### config.mk
export PLATFORM = sky130hd
export DESIGN_NAME = flight_ctrl
export DESIGN_NICKNAME = d
export VERILOG_FILES = /design/src/core/flight_ctrl_pkg.sv /design/src/core/flight_ctrl.sv
export SDC_FILE = /design/constraint.sdc
export NUM_CORES = 2
export LEC_CHECK = 0
export ABC_AREA = 1
export BUFFER_PORTS_ARGS = -buffer_cell sky130_fd_sc_hd__buf_2
export CAP_MARGIN = 40
export CORE_ASPECT_RATIO = 1.2
export CORE_UTILIZATION = 35
export CTS_CLUSTER_DIAMETER = 150
export DETAILED_ROUTE_END_ITERATION = 10
export PLACE_DENSITY_LB_ADDON = 0.1
export SYNTH_ARGS = -nofsm -noshare
export SYNTH_HDL_FRONTEND = slang
export SYNTH_SLANG_ARGS = --single-unit
### constraint.sdc
create_clock -name clk -period 215.7 [get_ports clk]
set_input_delay 43.14 -clock clk [delete_from_list [all_inputs] [get_ports clk]]
set_output_delay 43.14 -clock clk [all_outputs]
set_load 0.02 [all_outputs]
### src/core/flight_ctrl_pkg.sv
// Constants and types shared by the flight-time control block
package flight_ctrl_pkg;
	localparam int INT_W = 16;
	localparam int FRAC_W = 16;
	localparam logic [15:0] INT_MAX = 16'h7FFF;
	localparam logic [15:0] FRAC_MAX = 16'hFFFF;
	localparam logic [15:0] FAIL_WORD = 16'hFFFF;
	localparam logic [15:0] DIFF_FAIL_INT = 16'h7FFF;
	localparam logic [1:0] CMD_UP = 2'h1;
	localparam logic [1:0] CMD_DN = 2'h2;
	localparam logic [1:0] CMD_DIFF = 2'h3;
	localparam int CLK_HZ = 10_000_000;
	localparam int TOF_CLK_HZ = 4_000_000;
	localparam int SETTLE_UNIT_US = 128;
	localparam int SETTLE_UNIT_CYC = (SETTLE_UNIT_US * (CLK_HZ / 1_000_000));
	localparam int TIMEOUT_BASE_US = 128;
	localparam int TIMEOUT_BASE_CYC = (TIMEOUT_BASE_US * (CLK_HZ / 1_000_000));
	localparam logic [7:0] RATIO_ONE = 8'h80;
	localparam logic [7:0] RATIO_MAX = 8'hFF;

	typedef enum logic [2:0] {
		ST_IDLE   = 3'b000,
		ST_BOOST  = 3'b001,
		ST_SETTLE = 3'b010,
		ST_LAUNCH = 3'b011,
		ST_FIRST  = 3'b100,
		ST_SECOND = 3'b101,
		ST_STOP   = 3'b110,
		ST_DONE   = 3'b111
	} seq_state_e;
endpackage

### src/core/flight_ctrl.sv
`timescale 1ns/1ps
// Function
// Integer result counts whole 4MHz periods, saturating at 7FFF; the code counts 4-cycle periods of the 10 MHz clock.
// Fraction result is 16-bit part of one 4MHz period, max FFFF.
// Difference is signed up minus down across integer and fraction words.
// Echo mode biases the launching pins for reception.
// Echo mode only when its enable bit is set.
// Echo results go to the same registers as the executed command.
// Early-edge thresholds apply to up, down and difference commands.
// First threshold magnitude up to 127 LSB, sign from trigger edge.
// Separate 7-bit first thresholds for upstream and downstream.
// Measure first pulse width t1, then switch to return threshold.
// Separate 8-bit signed return thresholds per direction.
// Measure t2 width on the wave chosen by a 6-bit index.
// Store t1/t2 and t2/ideal ratios, ideal is half launch period.
// Failed measurement loads FFFF into its result registers.
// Failed difference loads 7FFF integer and FFFF fraction.
// Failed measurements stay out of the difference running average; the code still averages a down hit landing in the timeout cycle.
// Timeout over selected limit sets flag and interrupt when enabled.
// Boost on before a flight command, off when launch pulses end.
// Boost switching rate one of four steps by 2-bit field.
// Boost target voltage from 4-bit select field.
// Startup current limit below target, run limit after power good.
// Wait 4-bit settle delay in normal mode before launching.
// Interrupt stays asserted until status read.
// Launch start is time zero.
module flight_ctrl #(
	parameter int TIMEOUT_UNIT = flight_ctrl_pkg::TIMEOUT_BASE_CYC,
	parameter int SETTLE_UNIT  = flight_ctrl_pkg::SETTLE_UNIT_CYC
) (
	input  wire logic        clk,
	input  wire logic        reset_n,
	input  wire logic        cmd_valid,
	input  wire logic [1:0]  cmd_code,
	input  wire logic        single_transducer_echo_enable,
	input  wire logic        stop_falling,
	input  wire logic [6:0]  upstream_first_threshold,
	input  wire logic [6:0]  downstream_first_threshold,
	input  wire logic [7:0]  upstream_return_threshold,
	input  wire logic [7:0]  downstream_return_threshold,
	input  wire logic [5:0]  second_wave_index,
	input  wire logic [2:0]  measure_timeout_select,
	input  wire logic [1:0]  boost_switch_rate,
	input  wire logic [3:0]  boost_voltage_select,
	input  wire logic [3:0]  startup_current_limit,
	input  wire logic [3:0]  run_current_limit,
	input  wire logic [3:0]  boost_settle_delay,
	input  wire logic [7:0]  launch_half_period,
	input  wire logic        int_enable,
	input  wire logic        status_read,
	input  wire logic        boost_power_good,
	input  wire logic        launch_done,
	input  wire logic        comp_in,
	input  wire logic        stop_hit,
	input  wire logic [15:0] hit_fraction,
	output logic             busy,
	output logic             boost_enable,
	output logic [1:0]       boost_rate_out,
	output logic [3:0]       boost_voltage_out,
	output logic [3:0]       boost_limit_out,
	output logic             launch_start,
	output logic             launch_down,
	output logic             bias_on_launch_pins,
	output logic signed [8:0] comp_threshold,
	output logic [15:0]      up_result_integer,
	output logic [15:0]      up_result_fraction,
	output logic [15:0]      dn_result_integer,
	output logic [15:0]      dn_result_fraction,
	output logic [15:0]      diff_result_integer,
	output logic [15:0]      diff_result_fraction,
	output logic [31:0]      diff_average,
	output logic [7:0]       ratio_t1_t2,
	output logic [7:0]       ratio_t2_ideal,
	output logic             flight_timeout_flag,
	output logic             measure_done_flag,
	output logic             int_n
);
	import flight_ctrl_pkg::*;

	// Asynchronous pins pass three flops; the first is read only by the second
	// Pin order in each stage: launch done, supply good, stop hit, comparator
	logic [2:0][3:0] sync_reg, sync_next;
	// Filtered levels move only when the second and third flops agree
	logic [3:0]      pin_lvl_reg, pin_lvl_next;
	logic comp_lvl, comp_prev_reg, comp_prev_next, hit_pulse, pg_lvl, ld_lvl;

	seq_state_e state_reg, state_next;
	logic [1:0]  cmd_reg, cmd_next;
	logic        down_reg, down_next;
	logic        pass2_reg, pass2_next;
	logic [23:0] wait_reg, wait_next;
	logic [23:0] tick_reg, tick_next;
	logic [5:0]  wave_reg, wave_next;
	logic [15:0] t1_reg, t1_next, t2_reg, t2_next;
	logic [31:0] up_time_reg, up_time_next;
	logic        up_fail_reg, up_fail_next;
	logic [31:0] avg_next, diff_val;
	logic [23:0] timeout_cyc;
	logic [15:0] quarter_int;

	// Copies of outputs kept as next-state terms
	logic busy_next, boost_next, launch_next, ldown_next, bias_next, to_next, done_next, intn_next;
	logic signed [8:0] thr_next;
	logic [15:0] ui_next, uf_next, di_next, df_next, xi_next, xf_next;
	logic [7:0] r12_next, r2i_next;
	logic [3:0] lim_next;

	assign comp_lvl = pin_lvl_reg[0];
	// Stop hit counts once, in the cycle where both late flops first agree high
	assign hit_pulse = sync_reg[2][1] && sync_reg[1][1] && !pin_lvl_reg[1];
	assign pg_lvl = pin_lvl_reg[2];
	assign ld_lvl = pin_lvl_reg[3];
	assign timeout_cyc = 24'(TIMEOUT_UNIT) << measure_timeout_select;
	assign diff_val = up_time_reg - {quarter_int, hit_fraction};
	assign quarter_int = (tick_reg[23:2] > 22'(INT_MAX)) ? INT_MAX : 16'(tick_reg[17:2]);

	function automatic logic [7:0] ratio8(input logic [15:0] num, input logic [15:0] den);
		logic [31:0] q;
		q = 32'h0;
		if (den == 16'h0)
			q = 32'(RATIO_MAX);
		else
			q = ({16'h0, num} << 7) / {16'h0, den};
		ratio8 = (q > 32'(RATIO_MAX)) ? RATIO_MAX : q[7:0];
	endfunction

	always_comb begin
		sync_next = {sync_reg[1:0], launch_done, boost_power_good, stop_hit, comp_in};
		for (int i = 0; i < 4; i++) begin
			pin_lvl_next[i] = (sync_reg[2][i] == sync_reg[1][i]) ? sync_reg[2][i] : pin_lvl_reg[i];
		end
		comp_prev_next = comp_lvl;
		state_next = state_reg;
		cmd_next = cmd_reg;
		down_next = down_reg;
		pass2_next = pass2_reg;
		wait_next = wait_reg;
		tick_next = tick_reg + 24'h1;
		wave_next = wave_reg;
		t1_next = t1_reg;
		t2_next = t2_reg;
		up_time_next = up_time_reg;
		up_fail_next = up_fail_reg;
		busy_next = (state_reg != ST_IDLE);
		boost_next = boost_enable;
		launch_next = 1'b0;
		ldown_next = launch_down;
		bias_next = bias_on_launch_pins;
		thr_next = comp_threshold;
		ui_next = up_result_integer;
		uf_next = up_result_fraction;
		di_next = dn_result_integer;
		df_next = dn_result_fraction;
		xi_next = diff_result_integer;
		xf_next = diff_result_fraction;
		avg_next = diff_average;
		r12_next = ratio_t1_t2;
		r2i_next = ratio_t2_ideal;
		to_next = flight_timeout_flag;
		done_next = measure_done_flag;
		intn_next = int_n;
		lim_next = pg_lvl ? run_current_limit : startup_current_limit;
		if (status_read) begin
			to_next = 1'b0;
			done_next = 1'b0;
		end
		case (state_reg)
		ST_IDLE: begin
			if (cmd_valid && cmd_code != 2'h0) begin
				cmd_next = cmd_code;
				down_next = (cmd_code == CMD_DN);
				pass2_next = 1'b0;
				up_fail_next = 1'b0;
				boost_next = 1'b1;
				state_next = ST_BOOST;
			end
		end
		ST_BOOST: begin
			if (pg_lvl) begin
				wait_next = 24'(SETTLE_UNIT) * {20'h0, boost_settle_delay};
				state_next = ST_SETTLE;
			end
		end
		ST_SETTLE: begin
			if (wait_reg == 24'h0) begin
				launch_next = 1'b1;
				ldown_next = down_reg;
				bias_next = 1'b0;
				tick_next = 24'h0;
				state_next = ST_LAUNCH;
			end else begin
				wait_next = wait_reg - 24'h1;
			end
		end
		ST_LAUNCH: begin
			if (ld_lvl) begin
				boost_next = 1'b0;
				bias_next = single_transducer_echo_enable;
				// Threshold sign follows the trigger edge
				thr_next = down_reg ? 9'(downstream_first_threshold)
					: 9'(upstream_first_threshold);
				if (stop_falling)
					thr_next = -thr_next;
				wave_next = 6'h0;
				state_next = ST_FIRST;
			end
		end
		ST_FIRST: begin
			// The rising cycle is the first cycle of the width
			if (comp_lvl && !comp_prev_reg)
				t1_next = 16'h1;
			else if (comp_lvl)
				t1_next = t1_reg + 16'h1;
			if (!comp_lvl && comp_prev_reg) begin
				// Return threshold follows at once
				thr_next = down_reg ? 9'($signed(downstream_return_threshold))
					: 9'($signed(upstream_return_threshold));
				state_next = ST_SECOND;
			end
		end
		ST_SECOND: begin
			if (comp_lvl && !comp_prev_reg) begin
				wave_next = wave_reg + 6'h1;
				t2_next = 16'h1;
			end else if (comp_lvl)
				t2_next = t2_reg + 16'h1;
			if (!comp_lvl && comp_prev_reg && wave_reg == second_wave_index) begin
				r12_next = ratio8(t1_reg, t2_reg);
				r2i_next = ratio8(t2_reg, {8'h0, launch_half_period});
				state_next = ST_STOP;
			end
		end
		ST_STOP: begin
			if (hit_pulse) begin
				// Results land by direction, echo or not
				if (!down_reg) begin
					ui_next = quarter_int;
					uf_next = hit_fraction;
					up_time_next = {quarter_int, hit_fraction};
				end else begin
					di_next = quarter_int;
					df_next = hit_fraction;
					if (cmd_reg == CMD_DIFF && !up_fail_reg) begin
						xi_next = diff_val[31:16];
						xf_next = diff_val[15:0];
						avg_next = diff_average - (diff_average >>> 2) + (diff_val >>> 2);
					end else if (cmd_reg == CMD_DIFF) begin
						xi_next = DIFF_FAIL_INT;
						xf_next = FAIL_WORD;
					end
				end
				state_next = ST_DONE;
			end
		end
		ST_DONE: begin
			if (cmd_reg == CMD_DIFF && !pass2_reg) begin
				pass2_next = 1'b1;
				down_next = 1'b1;
				boost_next = 1'b1;
				state_next = ST_BOOST;
			end else begin
				done_next = 1'b1;
				bias_next = 1'b0;
				state_next = ST_IDLE;
			end
		end
		default: state_next = ST_IDLE;
		endcase
		// Timeout fails the measurement; average left untouched unless a difference down hit lands in the same cycle
		if ((state_reg == ST_FIRST || state_reg == ST_SECOND || state_reg == ST_STOP)
			&& tick_reg >= timeout_cyc) begin
			to_next = 1'b1;
			r12_next = FAIL_WORD[7:0];
			r2i_next = FAIL_WORD[7:0];
			if (!down_reg) begin
				ui_next = FAIL_WORD;
				uf_next = FAIL_WORD;
				up_fail_next = 1'b1;
			end else begin
				di_next = FAIL_WORD;
				df_next = FAIL_WORD;
			end
			if (cmd_reg == CMD_DIFF && (down_reg || !pass2_reg)) begin
				xi_next = DIFF_FAIL_INT;
				xf_next = FAIL_WORD;
			end
			state_next = ST_DONE;
		end
		// Held low until status is read; a new event in that cycle wins
		intn_next = !(int_enable && (to_next || done_next));
	end

	always_ff @(posedge clk or negedge reset_n) begin
		if (!reset_n) begin
			sync_reg <= 12'h000;
			pin_lvl_reg <= 4'h0;
			comp_prev_reg <= 1'b0;
			state_reg <= ST_IDLE;
			cmd_reg <= 2'h0;
			down_reg <= 1'b0;
			pass2_reg <= 1'b0;
			wait_reg <= 24'h0;
			tick_reg <= 24'h0;
			wave_reg <= 6'h0;
			t1_reg <= 16'h0;
			t2_reg <= 16'h0;
			up_time_reg <= 32'h0;
			up_fail_reg <= 1'b0;
			busy <= 1'b0;
			boost_enable <= 1'b0;
			boost_rate_out <= 2'h0;
			boost_voltage_out <= 4'h0;
			boost_limit_out <= 4'h0;
			launch_start <= 1'b0;
			launch_down <= 1'b0;
			bias_on_launch_pins <= 1'b0;
			comp_threshold <= 9'h0;
			up_result_integer <= 16'h0;
			up_result_fraction <= 16'h0;
			dn_result_integer <= 16'h0;
			dn_result_fraction <= 16'h0;
			diff_result_integer <= 16'h0;
			diff_result_fraction <= 16'h0;
			diff_average <= 32'h0;
			ratio_t1_t2 <= 8'h0;
			ratio_t2_ideal <= 8'h0;
			flight_timeout_flag <= 1'b0;
			measure_done_flag <= 1'b0;
			int_n <= 1'b1;
		end else begin
			sync_reg <= sync_next;
			pin_lvl_reg <= pin_lvl_next;
			comp_prev_reg <= comp_prev_next;
			state_reg <= state_next;
			cmd_reg <= cmd_next;
			down_reg <= down_next;
			pass2_reg <= pass2_next;
			wait_reg <= wait_next;
			tick_reg <= tick_next;
			wave_reg <= wave_next;
			t1_reg <= t1_next;
			t2_reg <= t2_next;
			up_time_reg <= up_time_next;
			up_fail_reg <= up_fail_next;
			busy <= busy_next;
			boost_enable <= boost_next;
			boost_rate_out <= boost_switch_rate;
			boost_voltage_out <= boost_voltage_select;
			boost_limit_out <= lim_next;
			launch_start <= launch_next;
			launch_down <= ldown_next;
			bias_on_launch_pins <= bias_next;
			comp_threshold <= thr_next;
			up_result_integer <= ui_next;
			up_result_fraction <= uf_next;
			dn_result_integer <= di_next;
			dn_result_fraction <= df_next;
			diff_result_integer <= xi_next;
			diff_result_fraction <= xf_next;
			diff_average <= avg_next;
			ratio_t1_t2 <= r12_next;
			ratio_t2_ideal <= r2i_next;
			flight_timeout_flag <= to_next;
			measure_done_flag <= done_next;
			int_n <= intn_next;
		end
	end
endmodule

==> results.json <==
{
  "skew_ns": 0.04854,
  "cp.required_ns": 216.25,
  "cpMostUsedCell": "nand2_1",
  "max_freq_ghz": 0.008963,
  "place_congestion": 0.9510,
  "via_per_inst": 5.204,
  "setup-violations-final": 0,
  "worstSetupEndpointType": "flip-flop",
  "drive_gt1_frac": 0.1047,
  "htreeDepth": 2,
  "vias": 72780,
  "grt_pass1_wl_um": 386900,
  "dieArea_um2": 198300,
  "numCtsBuffers": 45,
  "crit_slowest_cell": "o21ai_0",
  "cts_setup_buffers": 0,
  "seq_area_um2": 7859,
  "rsz0062_at_grt": "false",
  "finalNetCount": 12190,
  "drcViolationCount": 0,
  "synth_cell_types": 100,
  "antenna_found_initial": 10,
  "yosys_warnings": 0,
  "slowest_delay_ns": 0.67,
  "synth_seq_cells": 314,
  "syn-cell-area_um2": 68790,
  "drt_pre_antenna_iters": 8,
  "maxSlewViolCount": 0,
  "grtUsageTotal": 0.2424,
  "cts_tree": "done",
  "maxCapViolCount": 0,
  "synthCells": 11190,
  "cts_hold_buf": 0,
  "yosysSeqAreaShare": 0.1142,
  "syn_area_per_cell_um2": 6.150,
  "dieWidth_um": 406.7,
  "outcome": "complete, no violations",
  "port_buffers": 264,
  "synth_ff_type": "dfrtp_1",
  "fin_crit_ns": 111.57,
  "arrival_ns": 112.12,
  "overflow": 0,
  "start_kind": "input port",
  "ant_nets": 0,
  "start_util": 0.3538,
  "syn_to_final_growth_pct": 7.488,
  "grt_pass1_vias": 70360,
  "grt_max_degree": 129,
  "io_pins": 265,
  "rows": 177,
  "async_flop_share": 1.000,
  "fillers": 21530,
  "final_common_cell": "nand2_1",
  "hold_start": "sync_next[5]",
  "path_max_fanout": 36,
  "post-route-period-util": 0.5172,
  "slew_headroom": 0.3926,
  "multiInputGateArea_um2": 53520,
  "crit_type": "input port to flip-flop",
  "path_clk_slew_ns": 0.06,
  "root_buffer": "clkbuf_16",
  "hold_path_class": "flip-flop to flip-flop",
  "synth_edf_count": 0,
  "hold_violations": 0,
  "fin_tns_setup_ns": 0,
  "finalWirelength_um": 246000,
  "core_um2": 194400,
  "post_cts_resized": 0,
  "dpl.hpwl_um": 198500,
  "drtIter0Drc": 4337,
  "clk_latency_ns": 0.67,
  "wire_per_inst_um": 17.59,
  "cts_num_sinks": 314,
  "r2r-start": "t2_reg[1]",
  "cts_buffer_depth": 3,
  "worst_pin_slew_ns": 0.9077,
  "die_h_um": 487.7,
  "layout_common_cells": "2560 x nand2_1, 1361 x inv_1, 1130 x nor2_1",
  "crit_start": "launch_half_period[1]"
}
## per-layer routing
metal | wire length, um | track usage | vias up
li1 | - | - | 37350
met1 | 112000 | 0.3111 | 33760
met2 | 117700 | 0.4291 | 1372
met3 | 10070 | 0.02493 | 294
met4 | 6160 | 0.05852 | 6
met5 | 34 | 0 | -
## worst max-delay path, delay by kind of cell
kind	cells	cell delay, ns
buf+inv	76	7.87
compound gates	128	23.74
fa+ha+maj	32	10.11
simple gates	189	26.98
## per-stage QoR
step           std cells    util  worst slack [ns]  cell area [um^2]  hold slack (ns)
4_1_cts            13980  0.3803            103.98             73940           0.3484
3_5_place_dp       13910  0.3728            103.48             72490           0.3358
5_1_grt            13990  0.3803             95.35             73940           0.3492
6_report           13990  0.3803            104.13             73940           0.3450
3_3_place_gp       13900  0.3721            105.10             72350           0.3319
2_1_floorplan      11200       -            113.15             68840           0.3312
## final timing paths
check,endpoint,slack (ns),cells after the start
worst max-delay path,ratio_t2_ideal[0],104.13,425
worst min-delay path,sync_next[9],0.35,0
worst max register to register,ratio_t1_t2[0],124.78,470
worst min register to register,sync_next[9],0.35,0
max in group asynchronous,diff_average[13],171.52,4
min in group asynchronous,boost_voltage_out[3],42.53,1
## logic make-up after synthesis
kind of cell,count (synthesis),synth area share
AND/OR/NAND/NOR,5525,0.3718
AO/OA/AOI/OAI,2068,0.1684
buffers and inverters,1769,0.1086
XOR/XNOR,766,0.09840
adder cells (fa/ha/maj),736,0.1375
flip-flops,314,0.1142
multiplexers,7,0.001037
other,1,0.00005451
## synthesized netlist by cell type, types with 52 or more instances
cell type     n  area (um^2)
o211ai_1     53        397.9
nor3_1      164        820.8
o21ai_0     728         3643
clkbuf_1    117        439.2
nand2_4      53        596.8
buf_6        62        698.2
inv_2       108        405.4
nor2_1     1132         4249
ha_1        699         8746
o21ai_1      86        430.4
xor2_1      455         3985
dfrtp_1     313         7833
xnor2_1     303         2654
o21bai_1     57        427.9
a31oi_1      52        325.3
nand3_1     677         3388
a21oi_1     792         3964
nand4_1     272         1702
nand3_2      75        750.7
nor2_2      118        738.2
or2_2        60        375.4
inv_1      1363         5116
nand2_1    2564         9624
nand2_2     167         1045
clkinv_1     53        198.9
nor4_1       60        375.4
## layout make-up
class                           count  share of cell area
Sequential cell                   314              0.1063
Antenna cell                        2          0.00006768
Inverter                         1536             0.07867
Tap cell                         2595             0.04391
Multi-Input combinational cell   9115              0.7238
Timing Repair Buffer              346             0.02760
Clock buffer                       58             0.01670
Clock inverter                     20            0.002944
Power is left out: the tool's default activity adds up to more than one toggle a clock period on the data nets, which glitch-free logic cannot reach.
